File: config.mk
export PLATFORM = sky130hd
export DESIGN_NAME = asp_serial_port
export DESIGN_NICKNAME = d
export VERILOG_FILES = /design/src/rtl/asp_pkg.sv /design/src/rtl/asp_serial_port.sv
export VERILOG_INCLUDE_DIRS = /design/src /design/src/rtl
export SDC_FILE = /design/constraint.sdc
export NUM_CORES = 1
export LEC_CHECK = 0
export BUFFER_PORTS_ARGS = -buffer_cell sky130_fd_sc_hd__buf_2
export CORE_UTILIZATION = 25
export CTS_CLUSTER_DIAMETER = 120
export DETAILED_ROUTE_END_ITERATION = 10
export HOLD_SLACK_MARGIN = 0.08
export SLEW_MARGIN = 30
export SYNTH_ARGS = -nofsm -noshare
export SYNTH_HDL_FRONTEND = slang
export SYNTH_SLANG_ARGS = --single-unit
File: constraint.sdc
create_clock -name aclk -period 2.5 [get_ports aclk]
set_clock_uncertainty 0.05 [all_clocks]
set_input_delay 0.25 -clock aclk [delete_from_list [all_inputs] [get_ports aclk]]
set_output_delay 0.25 -clock aclk [all_outputs]
set_load 0.05 [all_outputs]
File: src/rtl/asp_cfg.svh
// constants of the converter serial port: register offsets, field positions, timing counts
// assumes inclusion by the package and the testbench only
`ifndef ASP_CFG_SVH
`define ASP_CFG_SVH
// register byte offsets on the axi4-lite bus
`define ASP_OFS_CTRL 8'h00
`define ASP_OFS_DATA 8'h04
`define ASP_OFS_FLAGS 8'h08
`define ASP_OFS_STATUS 8'h0C
`define ASP_OFS_CFG_RX 8'h10
`define ASP_OFS_IRQ_STAT 8'h14
`define ASP_OFS_IRQ_MASK 8'h18
// control fields
`define ASP_CTRL_EN 0
`define ASP_CTRL_DEC32 1
`define ASP_CTRL_ADR_LO 2
`define ASP_CTRL_ADR_HI 4
`define ASP_CTRL_RST 5'h00
// interrupt bits
`define ASP_IRQ_TX_DONE 0
`define ASP_IRQ_RX_DONE 1
`define ASP_IRQ_OVERRUN 2
// shift clock half periods in aclk cycles, minus one
`define ASP_HALF_FAST 4'h3
`define ASP_HALF_SLOW 4'h7
// word framing
`define ASP_LAST_BIT 6'h1F
`define ASP_FIRST_RX 6'h01
// axi responses
`define ASP_RESP_OKAY 2'h0
`define ASP_RESP_SLVERR 2'h2
`endif

File: src/rtl/asp_pkg.sv
// types of the converter serial port
// assumes asp_cfg.svh sits beside it
package asp_pkg;
  `include "asp_cfg.svh"
  // synchronised pin group
  typedef struct packed {
    logic i2s_select;
    logic shift_edge_polarity;
    logic shift_rate_select;
    logic clock_divide_select;
    logic frame_in_strobe;
    logic serial_in_line;
  } asp_pins_t;
  // transmit sequencer, one-hot
  typedef enum logic [1:0] {
    ASP_TX_IDLE = 2'b01,
    ASP_TX_SHIFT = 2'b10
  } asp_tx_state_t;
  // register select
  typedef enum logic [2:0] {
    ASP_SEL_NONE = 3'h0,
    ASP_SEL_CTRL = 3'h1,
    ASP_SEL_DATA = 3'h2,
    ASP_SEL_FLAGS = 3'h3,
    ASP_SEL_STATUS = 3'h4,
    ASP_SEL_CFG_RX = 3'h5,
    ASP_SEL_IRQ_STAT = 3'h6,
    ASP_SEL_IRQ_MASK = 3'h7
  } asp_sel_t;
endpackage

File: src/rtl/asp_serial_port.sv
// serial port of a sigma-delta converter: config word receiver, result word transmitter,
// shift clock divider, i2s output switch, axi4-lite registers and interrupt
// assumes pins arrive asynchronously; aclk stands for the master clock
//
// Overview of operation
// host puts write msb on next active edge after frame-in latched
// config write is 32 bits: broadcast, 3 device, 12 register, 16 data
// polarity 0: output bit launched on rising shift clock edge
// serial output carries data, address and status bits each transfer
// shift clock derived from internal clock, equal to it or half
// frame output low for 32 shift clock periods per word
// decimate-by-32 with some pin settings holds frame output low
// divide select pin sets master to internal clock ratio
// i2s select high turns outputs into sd, sck and ws
// host keeps i2s select low while writing config words
// frame-in sampled on falling edge; first bit on next edge
// polarity 1 inverts every shift clock edge
// divide by 1 or 2; shift rate pin doubles clock in divide-by-2
// word is 24 data bits then 7 status bits over 32 cycles
// serial input ignored unless a frame-in event was latched
`timescale 1ns/1ps
module asp_serial_port
  import asp_pkg::*;
(
  // clock and reset
  input wire logic aclk,
  input wire logic aresetn,
  // axi4-lite write
  input wire logic awvalid,
  output logic awready,
  input wire logic [7:0] awaddr,
  input wire logic [2:0] awprot,
  input wire logic wvalid,
  output logic wready,
  input wire logic [31:0] wdata,
  input wire logic [3:0] wstrb,
  output logic bvalid,
  input wire logic bready,
  output logic [1:0] bresp,
  // axi4-lite read
  input wire logic arvalid,
  output logic arready,
  input wire logic [7:0] araddr,
  input wire logic [2:0] arprot,
  output logic rvalid,
  input wire logic rready,
  output logic [31:0] rdata,
  output logic [1:0] rresp,
  // mode pins
  input wire logic clock_divide_select,
  input wire logic shift_rate_select,
  input wire logic shift_edge_polarity,
  input wire logic i2s_select,
  // serial link
  input wire logic frame_in_strobe,
  input wire logic serial_in_line,
  output logic shift_clock_out,
  output logic frame_out_strobe,
  output logic serial_out_line,
  output logic serial_out_line_oe,
  // interrupt
  output logic irq
);

  function automatic asp_sel_t reg_sel(input logic [7:0] a);
    if (a == `ASP_OFS_CTRL) reg_sel = ASP_SEL_CTRL;
    else if (a == `ASP_OFS_DATA) reg_sel = ASP_SEL_DATA;
    else if (a == `ASP_OFS_FLAGS) reg_sel = ASP_SEL_FLAGS;
    else if (a == `ASP_OFS_STATUS) reg_sel = ASP_SEL_STATUS;
    else if (a == `ASP_OFS_CFG_RX) reg_sel = ASP_SEL_CFG_RX;
    else if (a == `ASP_OFS_IRQ_STAT) reg_sel = ASP_SEL_IRQ_STAT;
    else if (a == `ASP_OFS_IRQ_MASK) reg_sel = ASP_SEL_IRQ_MASK;
    else reg_sel = ASP_SEL_NONE;
  endfunction

  function automatic logic [31:0] merge(input logic [31:0] old, input logic [31:0] nw,
                                        input logic [3:0] strb);
    for (int i = 0; i < 4; i++) begin
      merge[i*8 +: 8] = strb[i] ? nw[i*8 +: 8] : old[i*8 +: 8];
    end
  endfunction

  // pin synchronisers: a change counts once stages two and three agree
  logic [5:0] pin_raw, s1_r, s2_r, s3_r, pin_r, pin_nxt;
  asp_pins_t pins;
  assign pin_raw = {i2s_select, shift_edge_polarity, shift_rate_select,
                    clock_divide_select, frame_in_strobe, serial_in_line};
  for (genvar g = 0; g < 6; g++) begin : g_sync
    always_comb begin
      pin_nxt[g] = (s2_r[g] == s3_r[g]) ? s3_r[g] : pin_r[g];
    end
  end
  always_ff @(posedge aclk) begin
    if (!aresetn) begin
      s1_r <= 6'h00;
      s2_r <= 6'h00;
      s3_r <= 6'h00;
      pin_r <= 6'h00;
    end else begin
      s1_r <= pin_raw;
      s2_r <= s1_r;
      s3_r <= s2_r;
      pin_r <= pin_nxt;
    end
  end
  assign pins = asp_pins_t'(pin_r);

  // software state
  logic [4:0] ctrl_r, ctrl_nxt;
  logic [23:0] data_r, data_nxt;
  logic [3:0] flags_r, flags_nxt;
  logic pending_r, pending_nxt;
  logic [31:0] cfg_rx_r, cfg_rx_nxt;
  logic [2:0] irq_stat_r, irq_stat_nxt, irq_mask_r, irq_mask_nxt, irq_set;
  // link state
  logic sclk_r, sclk_nxt;
  logic [3:0] hcnt_r, hcnt_nxt;
  asp_tx_state_t tx_state_r, tx_state_nxt;
  logic [5:0] tx_cnt_r, tx_cnt_nxt, rx_cnt_r, rx_cnt_nxt;
  logic [30:0] tx_sh_r, tx_sh_nxt;
  logic sd_dly_r, sd_dly_nxt;
  logic rx_armed_r, rx_armed_nxt, rx_busy_r, rx_busy_nxt;
  logic [31:0] rx_sh_r, rx_sh_nxt;
  // bus state
  logic aw_got_r, aw_got_nxt, w_got_r, w_got_nxt, bvalid_r, bvalid_nxt, rvalid_r, rvalid_nxt;
  logic [7:0] awaddr_r, awaddr_nxt;
  logic [31:0] wdata_r, wdata_nxt, rdata_r, rdata_nxt;
  logic [3:0] wstrb_r, wstrb_nxt;
  logic [1:0] bresp_r, bresp_nxt, rresp_r, rresp_nxt;

  logic fast, rise_ev, fall_ev, tx_start, tx_done, rx_done, cont_low, tx_shift, cfg_hit;
  logic wr_fire, rd_fire;
  asp_sel_t wsel, rsel;

  assign fast = pins.clock_divide_select | pins.shift_rate_select;
  assign rise_ev = (hcnt_r == 4'h0) && !sclk_r;
  assign fall_ev = (hcnt_r == 4'h0) && sclk_r;
  assign tx_shift = (tx_state_r == ASP_TX_SHIFT);
  assign tx_start = rise_ev && !tx_shift && pending_r && ctrl_r[`ASP_CTRL_EN];
  assign tx_done = rise_ev && tx_shift && (tx_cnt_r == `ASP_LAST_BIT);
  assign rx_done = fall_ev && rx_busy_r && (rx_cnt_r == `ASP_LAST_BIT);
  // decimate-by-32: only divide-by-2 with fast rate leaves room to pulse the frame
  assign cont_low = ctrl_r[`ASP_CTRL_DEC32] &&
                    !(!pins.clock_divide_select && pins.shift_rate_select);
  // broadcast or matching device address
  assign cfg_hit = cfg_rx_r[31] ||
                   (cfg_rx_r[30:28] == ctrl_r[`ASP_CTRL_ADR_HI:`ASP_CTRL_ADR_LO]);

  // link: shift clock divider, transmitter, receiver
  always_comb begin
    sclk_nxt = sclk_r;
    hcnt_nxt = hcnt_r - 4'h1;
    tx_state_nxt = tx_state_r;
    tx_cnt_nxt = tx_cnt_r;
    tx_sh_nxt = tx_sh_r;
    sd_dly_nxt = sd_dly_r;
    rx_armed_nxt = rx_armed_r;
    rx_busy_nxt = rx_busy_r;
    rx_cnt_nxt = rx_cnt_r;
    rx_sh_nxt = rx_sh_r;
    if (hcnt_r == 4'h0) begin
      sclk_nxt = !sclk_r;
      hcnt_nxt = fast ? `ASP_HALF_FAST : `ASP_HALF_SLOW;
    end
    if (rise_ev) begin
      sd_dly_nxt = tx_shift ? tx_sh_r[30] : 1'b0;
      case (tx_state_r)
        ASP_TX_IDLE: begin
          if (tx_start) begin
            tx_state_nxt = ASP_TX_SHIFT;
            tx_cnt_nxt = 6'h00;
            tx_sh_nxt = {data_r, ctrl_r[`ASP_CTRL_ADR_HI:`ASP_CTRL_ADR_LO], flags_r};
          end
        end
        ASP_TX_SHIFT: begin
          if (tx_cnt_r == `ASP_LAST_BIT) begin
            tx_state_nxt = ASP_TX_IDLE;
          end else begin
            tx_cnt_nxt = tx_cnt_r + 6'h01;
            tx_sh_nxt = {tx_sh_r[29:0], 1'b0};
          end
        end
        default: tx_state_nxt = ASP_TX_IDLE;
      endcase
    end
    if (fall_ev) begin
      if (rx_busy_r) begin
        rx_sh_nxt = {rx_sh_r[30:0], pins.serial_in_line};
        rx_cnt_nxt = rx_cnt_r + 6'h01;
        if (rx_cnt_r == `ASP_LAST_BIT) begin
          rx_busy_nxt = 1'b0;
        end
      end else if (rx_armed_r) begin
        rx_armed_nxt = 1'b0;
        rx_busy_nxt = 1'b1;
        rx_cnt_nxt = `ASP_FIRST_RX;
        rx_sh_nxt = {31'h0000_0000, pins.serial_in_line};
      end else if (!pins.frame_in_strobe && !pins.i2s_select && ctrl_r[`ASP_CTRL_EN]) begin
        rx_armed_nxt = 1'b1;
      end
    end
  end

  always_ff @(posedge aclk) begin
    if (!aresetn) begin
      sclk_r <= 1'b0;
      hcnt_r <= `ASP_HALF_SLOW;
      tx_state_r <= ASP_TX_IDLE;
      tx_cnt_r <= 6'h00;
      tx_sh_r <= 31'h0000_0000;
      sd_dly_r <= 1'b0;
      rx_armed_r <= 1'b0;
      rx_busy_r <= 1'b0;
      rx_cnt_r <= 6'h00;
      rx_sh_r <= 32'h0000_0000;
    end else begin
      sclk_r <= sclk_nxt;
      hcnt_r <= hcnt_nxt;
      tx_state_r <= tx_state_nxt;
      tx_cnt_r <= tx_cnt_nxt;
      tx_sh_r <= tx_sh_nxt;
      sd_dly_r <= sd_dly_nxt;
      rx_armed_r <= rx_armed_nxt;
      rx_busy_r <= rx_busy_nxt;
      rx_cnt_r <= rx_cnt_nxt;
      rx_sh_r <= rx_sh_nxt;
    end
  end

  // pin outputs; i2s moves launches to the falling sck edge and delays sd one bit
  assign shift_clock_out = pins.i2s_select ? !sclk_r :
                           (sclk_r ^ pins.shift_edge_polarity);
  assign frame_out_strobe = !(tx_shift || (cont_low && !pins.i2s_select));
  assign serial_out_line = pins.i2s_select ? sd_dly_r : tx_sh_r[30];
  assign serial_out_line_oe = pins.i2s_select || (tx_shift && tx_cnt_r != `ASP_LAST_BIT);

  // axi4-lite slave and registers
  assign awready = !aw_got_r && !bvalid_r;
  assign wready = !w_got_r && !bvalid_r;
  assign arready = !rvalid_r;
  assign wr_fire = aw_got_r && w_got_r && !bvalid_r;
  assign rd_fire = arvalid && arready;
  assign wsel = reg_sel(awaddr_r);
  assign rsel = reg_sel(araddr);

  always_comb begin
    logic [31:0] m;
    m = 32'h0000_0000;
    aw_got_nxt = aw_got_r;
    w_got_nxt = w_got_r;
    awaddr_nxt = awaddr_r;
    wdata_nxt = wdata_r;
    wstrb_nxt = wstrb_r;
    bvalid_nxt = bvalid_r;
    bresp_nxt = bresp_r;
    rvalid_nxt = rvalid_r;
    rdata_nxt = rdata_r;
    rresp_nxt = rresp_r;
    ctrl_nxt = ctrl_r;
    data_nxt = data_r;
    flags_nxt = flags_r;
    pending_nxt = pending_r;
    cfg_rx_nxt = cfg_rx_r;
    irq_mask_nxt = irq_mask_r;
    irq_set = {pending_r && !tx_start && wr_fire && wsel == ASP_SEL_DATA, rx_done, tx_done};
    irq_stat_nxt = irq_stat_r;
    if (awvalid && awready) begin
      aw_got_nxt = 1'b1;
      awaddr_nxt = awaddr;
    end
    if (wvalid && wready) begin
      w_got_nxt = 1'b1;
      wdata_nxt = wdata;
      wstrb_nxt = wstrb;
    end
    if (tx_start) begin
      pending_nxt = 1'b0;
    end
    if (rx_done) begin
      cfg_rx_nxt = {rx_sh_r[30:0], pins.serial_in_line};
    end
    if (wr_fire) begin
      aw_got_nxt = 1'b0;
      w_got_nxt = 1'b0;
      bvalid_nxt = 1'b1;
      bresp_nxt = `ASP_RESP_OKAY;
      m = merge(32'h0000_0000, wdata_r, wstrb_r);
      if (wsel == ASP_SEL_CTRL) begin
        m = merge({27'h000_0000, ctrl_r}, wdata_r, wstrb_r);
        ctrl_nxt = m[4:0];
      end else if (wsel == ASP_SEL_DATA) begin
        m = merge({8'h00, data_r}, wdata_r, wstrb_r);
        data_nxt = m[23:0];
        pending_nxt = 1'b1;
      end else if (wsel == ASP_SEL_FLAGS) begin
        m = merge({28'h000_0000, flags_r}, wdata_r, wstrb_r);
        flags_nxt = m[3:0];
      end else if (wsel == ASP_SEL_IRQ_STAT) begin
        irq_stat_nxt = irq_stat_r & ~m[2:0];
      end else if (wsel == ASP_SEL_IRQ_MASK) begin
        irq_mask_nxt = m[2:0];
      end else if (wsel == ASP_SEL_NONE) begin
        bresp_nxt = `ASP_RESP_SLVERR;
      end
    end
    // a new event wins over a clear in the same cycle
    irq_stat_nxt = irq_stat_nxt | irq_set;
    if (bvalid_r && bready) begin
      bvalid_nxt = 1'b0;
    end
    if (rvalid_r && rready) begin
      rvalid_nxt = 1'b0;
    end
    if (rd_fire) begin
      rvalid_nxt = 1'b1;
      rresp_nxt = `ASP_RESP_OKAY;
      rdata_nxt = 32'h0000_0000;
      if (rsel == ASP_SEL_CTRL) rdata_nxt[4:0] = ctrl_r;
      else if (rsel == ASP_SEL_DATA) rdata_nxt[23:0] = data_r;
      else if (rsel == ASP_SEL_FLAGS) rdata_nxt[3:0] = flags_r;
      else if (rsel == ASP_SEL_STATUS) rdata_nxt[10:0] = {cont_low, cfg_hit, rx_busy_r,
                                                         pending_r, tx_shift, pin_r};
      else if (rsel == ASP_SEL_CFG_RX) rdata_nxt = cfg_rx_r;
      else if (rsel == ASP_SEL_IRQ_STAT) rdata_nxt[2:0] = irq_stat_r;
      else if (rsel == ASP_SEL_IRQ_MASK) rdata_nxt[2:0] = irq_mask_r;
      else rresp_nxt = `ASP_RESP_SLVERR;
    end
  end

  always_ff @(posedge aclk) begin
    if (!aresetn) begin
      aw_got_r <= 1'b0;
      w_got_r <= 1'b0;
      awaddr_r <= 8'h00;
      wdata_r <= 32'h0000_0000;
      wstrb_r <= 4'h0;
      bvalid_r <= 1'b0;
      bresp_r <= `ASP_RESP_OKAY;
      rvalid_r <= 1'b0;
      rdata_r <= 32'h0000_0000;
      rresp_r <= `ASP_RESP_OKAY;
      ctrl_r <= `ASP_CTRL_RST;
      data_r <= 24'h00_0000;
      flags_r <= 4'h0;
      pending_r <= 1'b0;
      cfg_rx_r <= 32'h0000_0000;
      irq_stat_r <= 3'h0;
      irq_mask_r <= 3'h0;
    end else begin
      aw_got_r <= aw_got_nxt;
      w_got_r <= w_got_nxt;
      awaddr_r <= awaddr_nxt;
      wdata_r <= wdata_nxt;
      wstrb_r <= wstrb_nxt;
      bvalid_r <= bvalid_nxt;
      bresp_r <= bresp_nxt;
      rvalid_r <= rvalid_nxt;
      rdata_r <= rdata_nxt;
      rresp_r <= rresp_nxt;
      ctrl_r <= ctrl_nxt;
      data_r <= data_nxt;
      flags_r <= flags_nxt;
      pending_r <= pending_nxt;
      cfg_rx_r <= cfg_rx_nxt;
      irq_stat_r <= irq_stat_nxt;
      irq_mask_r <= irq_mask_nxt;
    end
  end

  assign bvalid = bvalid_r;
  assign bresp = bresp_r;
  assign rvalid = rvalid_r;
  assign rdata = rdata_r;
  assign rresp = rresp_r;
  assign irq = |(irq_stat_r & irq_mask_r);
endmodule // asp_serial_port

== Word-level counts from Yosys, hierarchy flattened ==
Cells that the tools add are included.

* Output and inout port bits: 46
* Word-level logic and storage cells: 233
* Register bits: 255
* Bits of input ports: 71

* Multiplexer cells: 79
* Bitwise logic cells: 12
* Equality and inequality tests: 39
* Add/sub/neg operators: 3
* Reduce and logical (&&, ||, !) cells: 62

{| class="wikitable"
|+ Operator list
! operator !! number
|-
| 2-to-1 mux 29 bit || 6
|-
| 2-to-1 mux 31 bit || 4
|-
| 2-to-1 mux 3 bit || 24
|-
| case mux 31 bit (2 select lines) || 1
|-
| == test 8 x 5 -> 1 bit (second input constant) || 6
|-
| == test 8 x 4 -> 1 bit (second input constant) || 4
|-
| 2-to-1 mux 2 bit || 15
|-
| 2-to-1 mux 28 bit || 1
|-
| logical AND 1 bit || 27
|-
| 2-to-1 mux 27 bit || 1
|-
| 2-to-1 mux 24 bit || 1
|-
| 2-to-1 mux 6 bit || 4
|-
| 2-to-1 mux 21 bit || 1
|-
| == test 3 bit (second input constant) || 6
|-
| == test 8 x 3 -> 1 bit (second input constant) || 2
|-
| zero test 8 bit || 2
|-
| AND reduction 4 bit || 4
|-
| 2-to-1 mux 1 bit || 14
|-
| adder 6 x 1 -> 6 bit (second input constant) || 2
|-
| == test 3 x 2 -> 1 bit (second input constant) || 4
|-
| == test 6 x 5 -> 1 bit (second input constant) || 2
|-
| zero test 1 bit || 12
|-
| case mux 6 bit (2 select lines) || 1
|-
| 2-to-1 mux 11 bit || 1
|-
| other kinds (29) || 50
|}

== Depth between registers and ports, before layout ==
Gate-level depths: netlist (run 1).

* Depth after elaboration: 19
* Gate-level depth with buffers: 9
* Gate-level depth less buffers: 7

== Worst setup path before layout (run 1) ==
No wires, ideal clock.

* Path kind: register to register
* Start: reg bvalid_r (netlist: bvalid)
* End: reg wstrb_r[0]
* Slack: 0.160 ns
* Path buffers: 2
* Setup time: 0.071 ns
* Arrival: 2.219 ns
* Clock period less this slack: 2.340 ns
* Data required time: 2.379 ns
* Stages on the path, launching flop included: 7
* Cell sequence: dfxtp_1 nor2_1 and2_1 clkbuf_1 clkbuf_1 nand2_1 a21oi_1

* Cells in the longest elaborated chain, start to end: 3

{| class="wikitable"
|+ RTL lines
! element !! RTL line !! RTL
|-
| start: declaration || asp_serial_port.sv:125 || <nowiki>logic aw_got_r, aw_got_nxt, w_got_r, w_got_nxt, bvalid_r, bvalid_nxt, rvalid_r, rvalid_nxt;</nowiki>
|-
| start signal: assignment || asp_serial_port.sv:355 || <nowiki>bvalid_r <= bvalid_nxt;</nowiki>
|-
| zero test 1 bit || asp_serial_port.sv:239 || <nowiki>assign wready = !w_got_r && !bvalid_r;</nowiki>
|-
| logical AND 1 bit || asp_serial_port.sv:239 ||
|-
| net wready || asp_serial_port.sv:34 || <nowiki>output logic wready,</nowiki>
|-
| logical AND 1 bit || asp_serial_port.sv:271 || <nowiki>if (wvalid && wready) begin</nowiki>
|-
| end signal: assignment || asp_serial_port.sv:354 || <nowiki>wstrb_r <= wstrb_nxt;</nowiki>
|-
| end: declaration || asp_serial_port.sv:128 || <nowiki>logic [3:0] wstrb_r, wstrb_nxt;</nowiki>
|}

The timed path passes the listed nets, and every way through them passes these cells.
A chain may end at the register's enable or synchronous reset.

== Worst setup path in the final report (run 1) ==
* Start: reg tx_cnt_r[0]
* End: out serial_out_line_oe

* Cells in the longest elaborated chain, start to end: 3

{| class="wikitable"
|+ RTL lines
! element !! RTL line !! RTL
|-
| start: declaration || asp_serial_port.sv:119 || <nowiki>logic [5:0] tx_cnt_r, tx_cnt_nxt, rx_cnt_r, rx_cnt_nxt;</nowiki>
|-
| start signal: assignment || asp_serial_port.sv:220 || <nowiki>tx_cnt_r <= tx_cnt_nxt;</nowiki>
|-
| != test 6 x 5 -> 1 bit (no source line) || n/a ||
|-
| logical AND 1 bit (no source line) || n/a ||
|-
| logical OR 1 bit || asp_serial_port.sv:235 || <nowiki>assign serial_out_line_oe = pins.i2s_select || (tx_shift && tx_cnt_r != `ASP_LAST_BIT);</nowiki>
|-
| end: declaration || asp_serial_port.sv:60 || <nowiki>output logic serial_out_line_oe,</nowiki>
|}

No other way between the ends.

==> results of run 1 <==
-- path summary, 6_finish.rpt --
check,depth (start not counted),start,slack [ps],to
hold / removal,3,awvalid,130,aw_got_r
setup reg to reg,9,hcnt_r[0],320,tx_sh_r[18]
setup / recovery,5,tx_cnt_r[0],230,serial_out_line_oe
hold reg to reg,1,hcnt_r[0],370,hcnt_r[0]
-- stage by stage --
| stage | area (um2) | setup slack [ps] |
|---|---|---|
| 3_5_place_dp | 11200 | 321 |
| 4_1_cts | 12600 | 2.33 |
| 2_1_floorplan | 10100 | 160 |
| 6_report | 12600 | 228 |
| 3_3_place_gp | 11200 | 376 |
| 5_1_grt | 12600 | 100 |
-- timing repair --
| action | 4_1_cts | 5_1_grt |
|---|---|---|
| setup endpoints to repair | 0 | 1 |
| hold buffers | 45 | 0 |
| resized for setup | 0 | 1 |
| endpoints found under the hold margin | 44 | 0 |
-- final cells by class --
class / instances / area (um2)
Timing Repair Buffer: 173 / 1230
Clock inverter: 13 / 151
Fill cell: 4235 / 27200
Inverter: 16 / 62.6
Tap cell: 525 / 657
Clock buffer: 36 / 769
Sequential cell: 253 / 5060
Antenna cell: 3 / 7.51
Multi-Input combinational cell: 815 / 4650
-- registers in the layout, summed over array words and instances, names as in the netlist, 2 cells and up --
name        cells
rdata          32
wstrb_r         3
data_r         24
tx_sh_r        31
cfg_rx_r       32
awaddr_r        8
wdata_r        24
rx_cnt_r        6
irq_stat_r      3
ctrl_r          5
s3_r            6
tx_state_r      2
flags_r         4
s2_r            6
hcnt_r          4
pin_r           6
rx_sh_r        31
irq_mask_r      3
s1_r            6
tx_cnt_r        6
-- worst max-delay path: cells and delay by family (launching register included) --
kind                     cells  cell delay [ps]
buffers and inverters        1              230
AO/OA/AOI/OAI                1              330
AND/OR/NAND/NOR              2              260
flip-flops                   1              400
adder cells (fa/ha/maj)      1              200
-- cell families (layout without fill, tap and decap cells) --
family / after synthesis / after routing / synth area share
fa+ha+maj: 4 / 4 / 0.00495
mux: 59 / 59 / 0.0586
buf+inv: 100 / 238 / 0.0430
flops: 253 / 253 / 0.500
simple gates: 467 / 467 / 0.215
xor+xnor: 10 / 10 / 0.00866
compound gates: 273 / 273 / 0.169
other cells: 1 / 5 / 0.000371
-- layout by cell type (no fill, tap or decap), drive strengths merged, types with 13 or more instances in the layout --
| cell | synthesis | layout |
|---|---|---|
| nand2 | 165 | 165 |
| nor3 | 13 | 13 |
| buf | 25 | 128 |
| nand3 | 77 | 77 |
| a21oi | 78 | 78 |
| o21ai | 72 | 72 |
| clkbuf | 59 | 36 |
| nor2 | 139 | 139 |
| a22oi | 54 | 54 |
| and2 | 21 | 21 |
| mux2i | 57 | 57 |
| dfxtp | 253 | 253 |
| dlygate4sd3 | 0 | 45 |
| inv | 16 | 19 |
| a211oi | 34 | 34 |
-- power breakdown --
| group | internal, mW | switching, mW |
|---|---|---|
| combinational | 0.189 | 0.324 |
| clock | 2.39 | 1.71 |
| sequential | 4.10 | 0.0565 |
-- per-layer routing --
layer  share of wire  wire length, um
met3           0.046             1230
met2            0.45            12200
met5               0                0
met1            0.48            12900
met4           0.022              597
==> impl_metrics.ini, run 1 <==
[yosys]
yosys.cell_types.count = 61
synth_top_flop_cell = dfxtp_1
synthMostInstantiatedCell = dfxtp_1
synth.yosys.seq_area_share = 0.500
synth-warning-count = 0
yosys_top_cell_by_area = dfxtp_1
synth.top_cell.area_share = 0.500
avgSynthCellArea_um2 = 8.67
yosys_register_bits = 253
syn-instance-count = 1167
post_synth_instance_area_um2 = 10100
synth_commonest_cells = 253 x dfxtp_1, 165 x nand2_1, 139 x nor2_1, 77 x a21oi_1, 74 x nand3_1
netlist_top_cells_area = dfxtp_1 50%, nand2_1 6.1%, mux2i_1 5.6%
synth_enable_flop_cells = 0
fraction_of_registers_with_async_set_or_reset_after_synthesis = 0

[die]
die_y_um = 203
dieWidth_um = 203
num_ports = 117
design.core.area_um2 = 39800
floorplan.initialDensity = 0.254
std_cell_rows = 73
die_area_um2 = 41300

[pwr]
powerDensity_nw_per_um2 = 697
static-leakage-power_nw = 4.56
worst_supply_voltage_drop_on_vdd_mv = 0.460
total_power_mw = 8.78

[critical_path]
worstSetupPathType = flop to primary output
path_max_fanout = 7
crit_path_max_incr_delay_ps = 400
timing.critical_path.arrival_ps = 1970
crit_path_top_delay_cell = dfxtp_1
crit_required_ps = 2200
endpoint_kind = primary output
critical_path.cell_chain = ha_1 > nand2b_1 > o21ai_2 > nand2_1 > buf_2
worst_setup_path_start_kind = flop

[global_route]
antenna_found_initial = 3
global_route.usage.met3 = 0.0179
grt_pass1_vias = 8084
grt_use_total = 0.130
grt_most_used_layer = met2
grt_first_pass_wirelength_mm = 43.3
grt_util_met1 = 0.183
grt_max_degree = 67
total_congestion_overflow = 0
gr-usage-met2 = 0.206

[placed_design]
placed_cells = 1737
number_of_input_and_output_port_buffers_inserted = 99
gp_routability_congestion = 0.888
hpwl_after_dpl_mm = 18.4

[clock_tree]
cts.root.buffer_cell = clkbuf_16
clock_latency_ps = 550
total_clock_sinks = 253
cts_max_path_buffers = 3
cts_buffer_count = 27
ctsHtreeMaxLevel = 1
cts_tree = yes
cts_setup_buffers = 0
worst_setup_hold_path_clk_slew_ps = 60

[sta]
worst_hold_slack_ps = 127
final-hold-violation-count = 0
max_slew_margin = 0.522
max_freq_mhz = 440
fin_tns_setup_ps = 0
timing_worst_slew_pin_value_ps = 711
count_of_final_setup_violators = 0
finalCritPeriodShare = 0.909
slew_violations = 0
final.min_clock_period_ps = 2270
unrepaired_setup_endpoints_after_global_routing = false

[drt]
drt_iter0_drc = 689
routedWlPerCell_um = 14.7
route.vias.total = 8697
pre_repair_dr_iteration_count = 5
drc = 0
vias_per_cell = 4.74
post_route_ant_nets = 0
detail_route.wirelength_mm = 26.9

[flow_run]
cap_viol_max_count = 0

[cells_and_area]
final_net_count = 1361
non_filler_instance_count_after_layout = 1834
post_route_cells_drive_above_1_share = 0.152
post-route-util = 0.316
area_overhead_vs_synth_pct = 24.4

[status]
run_status = complete, no violations

[hold_path]
hold_path_class = primary input to flop
No activity file was read; power rests on OpenSTA's default activity.
==> run 2: changes to the inputs <==
- BUFFER_PORTS_ARGS: -buffer_cell sky130_fd_sc_hd__buf_2 -> default
- DONT_BUFFER_PORTS: default -> 1
==> impl_metrics.ini, run 2 (synthesis results as in run 1) <==
[drt]
routedWlPerCell_um = 15.4
drc = 0
post_route_ant_nets = 0
drt_iter0_drc = 678
vias_per_cell = 4.77
route.vias.total = 8350
detail_route.wirelength_mm = 27.0
pre_repair_dr_iteration_count = 5

[placed_design]
number_of_input_and_output_port_buffers_inserted = 0
dp_worst_setup_slack_ps = 250
placed_cells = 1642
hpwl_after_dpl_mm = 18.2
gp_routability_congestion = 0.840

[sta]
count_of_final_setup_violators = 0
slew_violations = 0
fin_tns_setup_ps = 0
final.min_clock_period_ps = 2370
finalCritPeriodShare = 0.947
timing_worst_slew_pin_value_ps = 757
max_slew_margin = 0.488
post-route-worst-setup-slack_ps = 133
final-hold-violation-count = 0
max_freq_mhz = 423
unrepaired_setup_endpoints_after_global_routing = false

[critical_path]
worst_setup_path_start_kind = flop
crit-reg2reg-capture = cfg_rx_r[13]
worstSetupPathType = flop to primary output
worst-r2r-setup-slack_ps = 240
r2r.worst_path.cells = 8
critical_path.endpoint = serial_out_line_oe
timing.critical_path.from = tx_cnt_r[0]
worst_r2r_startpoint = hcnt_r[0]
endpoint_kind = primary output
path_max_fanout = 7
timing.critical_path.arrival_ps = 2070
crit_required_ps = 2200

[cells_and_area]
post_route_cells_drive_above_1_share = 0.0782
most_common_cell_after_layout_fill_and_taps_aside = dfxtp_1
most-common-layout-cells = 253 x dfxtp_1, 165 x nand2_1, 138 x nor2_1
antenna_cells_inserted = 0
final_net_count = 1287
ff_latch_area_um2 = 5060
multi_input_comb_area_um2 = 4650
area_overhead_vs_synth_pct = 20.9
filler_cell_count = 4229
post-route-util = 0.307
non_filler_instance_count_after_layout = 1752

[die]
dieWidth_um = 203
num_ports = 117
die_area_um2 = 41300
floorplan.initialDensity = 0.254
std_cell_rows = 73
design.core.area_um2 = 39800
die_y_um = 203

[pwr]
static-leakage-power_nw = 4.16
worst_supply_voltage_drop_on_vdd_mv = 0.508
total_power_mw = 8.45
powerDensity_nw_per_um2 = 691

[clock_tree]
ctsHtreeMaxLevel = 1
clock_latency_ps = 540
total_clock_sinks = 253
cts_max_path_buffers = 3
cts.root.buffer_cell = clkbuf_16
worst_setup_hold_path_clk_slew_ps = 60
ctsResizeCount = 0
cts_tree = yes
cts_buffer_count = 27

[global_route]
total_congestion_overflow = 0
grt_max_degree = 105
grt_first_pass_wirelength_mm = 43.5
grt_pass1_vias = 8085
grt_use_total = 0.131
antenna_found_initial = 0

[hold_path]
hold_path_class = primary input to flop

[flow_run]
cap_viol_max_count = 0

[status]
run_status = complete, no violations
[run 2: changes by cell type in the layout (fill, tap and decap cells not counted), moves of 2 or more]
cell | previous run | this run
diode_2 | 3 | 0
dlygate4sd3_1 | 45 | 64
clkbuf_1 | 3 | 6
clkbuf_8 | 6 | 1
clkinv_4 | 3 | 1
buf_2 | 99 | 1
buf_4 | 24 | 29
[run 2: critical path, stage by stage, from the launching register on]
cell      delay, ps
dfxtp_1         400
ha_1            200
nand2b_1        100
o21ai_1         500
nand2_1         120
buf_4           210
[run 2: power breakdown]
group	switching (mW)	leakage (nW)	internal, mW
logic	0.276	1.71	0.181
clock network	1.60	0.400	2.21
registers	0.0826	2.05	4.10
[run 2: what timing repair did]
action                    in CTS  in global routing
buffers inserted               0                  0
hold buffers                  66                  0
hold endpoints to repair     144                  0
[run 2: metrics by stage]
| stage | instance area, um2 | hold WS (ps) |
|---|---|---|
| finish | 12200 | 100 |
| global route | 12200 | 139 |
| CTS | 12200 | 80.8 |
| detailed placement | 10700 | 308 |
| global placement | 10700 | 302 |
| floorplan | 10100 | 299 |
[run 2: worst min-delay path by stage]
| stage | from | end | slack [ps] | cells after the start |
|---|---|---|---|---|
| after floorplan | rready | rvalid | 300 | 1 |
| after global placement | rready | rvalid | 300 | 1 |
| after detailed placement | rready | rvalid | 310 | 1 |
| after CTS | araddr[4] | rdata[9] | 80 | 3 |
| after global routing | araddr[4] | rdata[21] | 140 | 3 |
| final | araddr[2] | rdata[0] | 100 | 4 |
[run 2: final cells by class]
class / instances / area share
Clock buffer: 34 / 0.0582
Clock inverter: 10 / 0.00951
Inverter: 16 / 0.00512
Multi-Input combinational cell: 815 / 0.380
Sequential cell: 253 / 0.414
Tap cell: 525 / 0.0537
Timing Repair Buffer: 99 / 0.0794
[run 2: per-layer routing]
| layer | track usage | share of wire | vias to the layer above |
|---|---|---|---|
| met5 | 0 | 0 | - |
| met3 | 0.0344 | 0.069 | 41 |
| met4 | 0.0381 | 0.026 | 0 |
| met1 | 0.173 | 0.45 | 3941 |
| met2 | 0.208 | 0.45 | 196 |
| li1 | - | - | 4172 |
==> run 3: changes to the inputs <==
- PLACE_DENSITY: default -> 0.47
- TNS_END_PERCENT: default -> 20
==> impl_metrics.ini, run 3 (synthesis results as in run 1) <==
[status]
run_status = complete, no violations

[clock_tree]
cts.root.buffer_cell = clkbuf_16
cts_buffer_count = 28
total_clock_sinks = 253
worst_setup_hold_path_clk_slew_ps = 60
cts_tree = yes
clock_latency_ps = 540
cts_max_path_buffers = 3
ctsHtreeMaxLevel = 1

[global_route]
grt_max_degree = 105
grt_use_total = 0.133
grt_pass1_vias = 7749
total_congestion_overflow = 0
grt_first_pass_wirelength_mm = 43.8
antenna_found_initial = 0

[drt]
detail_route.wirelength_mm = 27.8
post_route_ant_nets = 0
vias_per_cell = 4.70
route.vias.total = 8274
routedWlPerCell_um = 15.8
drt_iter0_drc = 471
pre_repair_dr_iteration_count = 5
drc = 0

[sta]
final-hold-violation-count = 0
final.min_clock_period_ps = 2270
slew_violations = 0
max_slew_margin = 0.325
count_of_final_setup_violators = 0
timing_worst_slew_pin_value_ps = 1010
unrepaired_setup_endpoints_after_global_routing = false
finalCritPeriodShare = 0.907
max_freq_mhz = 441
fin_tns_setup_ps = 0

[die]
floorplan.initialDensity = 0.254
die_area_um2 = 41300
die_y_um = 203
design.core.area_um2 = 39800
dieWidth_um = 203
num_ports = 117
std_cell_rows = 73

[critical_path]
crit-reg2reg-capture = tx_state_r[0]
worst_setup_path_start_kind = flop
worst_r2r_startpoint = hcnt_r[0]
worstSetupPathType = flop to primary output
endpoint_kind = primary output
crit_required_ps = 2200
r2r.worst_path.cells = 7
timing.critical_path.arrival_ps = 1970
worst-r2r-setup-slack_ps = 240
path_max_fanout = 36

[placed_design]
hpwl_after_dpl_mm = 18.3
number_of_input_and_output_port_buffers_inserted = 0
gp_routability_congestion = 0.789
placed_cells = 1643

[flow_run]
cap_viol_max_count = 0

[hold_path]
worstHoldEndpoint = rdata[3]
timing.hold.worst_path_depth = 4
hold_path_class = primary input to flop
hold_start = araddr[3]

[pwr]
powerDensity_nw_per_um2 = 719
total_power_mw = 8.92
static-leakage-power_nw = 4.25
worst_supply_voltage_drop_on_vdd_mv = 0.467

[cells_and_area]
area_overhead_vs_synth_pct = 22.5
most_common_cell_after_layout_fill_and_taps_aside = dfxtp_1
final_net_count = 1289
antenna_cells_inserted = 0
post_route_cells_drive_above_1_share = 0.0866
filler_cell_count = 4228
most-common-layout-cells = 253 x dfxtp_1, 165 x nand2_1, 138 x nor2_1
post-route-util = 0.311
non_filler_instance_count_after_layout = 1760
run 3: changes by cell type in the layout (fill, tap and decap cells not counted), sizes merged:
cell	previous run	this run
inv	18	16
bufinv	2	3
dlygate4sd3	64	65
clkbuf	34	38
clkinv	4	10
clkinvlp	2	0
run 3: metrics by stage:
step	worst slack, ps	cell area [um2]	hold slack [ps]
6_report	232	12400	79.8
5_1_grt	89.8	12400	121
4_1_cts	85.0	12400	80.5
3_5_place_dp	284	10700	304
3_3_place_gp	311	10700	301
2_1_floorplan	160	10100	299
run 3: worst max-delay path, cell delays in order (launching register included):
cell	delay, ps
dfxtp_1	360
nor2b_4	170
buf_4	510
a31oi_1	150
buf_4	240
run 3: report_power, final:
group          total (mW)  internal (mW)  leakage (nW)  switching (mW)
registers            4.18           4.10          2.05          0.0820
logic               0.465          0.182          1.72           0.283
clock network        4.27           2.59         0.486            1.67
total                8.92           6.88          4.25            2.04
run 3: worst max-delay path by stage:
stage	slack [ps]	startpoint	end	cells after the start
floorplan	160	bvalid	wstrb_r[0]	6
global placement	310	hcnt_r[0]	cfg_rx_r[13]	8
detailed placement	280	hcnt_r[0]	cfg_rx_r[21]	8
CTS	80	tx_cnt_r[1]	serial_out_line_oe	5
global route	90	hcnt_r[0]	cfg_rx_r[9]	8
finish	230	tx_state_r[1]	frame_out_strobe	4
run 3: routing by layer:
| layer | track usage | vias to the layer above | part of all wire |
|---|---|---|---|
| met5 | 0 | - | 0 |
| met4 | 0.0336 | 0 | 0.020 |
| met1 | 0.181 | 3883 | 0.47 |
| li1 | - | 4184 | - |
| met3 | 0.0368 | 39 | 0.067 |
| met2 | 0.208 | 168 | 0.44 |
run 3: repair_timing:
| item | in CTS | in global routing |
|---|---|---|
| resized for setup | 0 | 1 |
| setup endpoints to repair | 0 | 1 |
| setup buffers | 0 | 0 |
| hold buffers | 66 | 0 |
| endpoints found under the hold margin | 147 | 0 |
run 3: cell type report:
cell class,count,area [um2],area share
multi-input cells,815,4650,0.375
well taps,525,657,0.0530
clock buffers,38,820,0.0661
inverters,16,62.6,0.00505
clock inverters,13,144,0.0116
flip-flops and latches,253,5060,0.409
repair buffers,100,996,0.0804
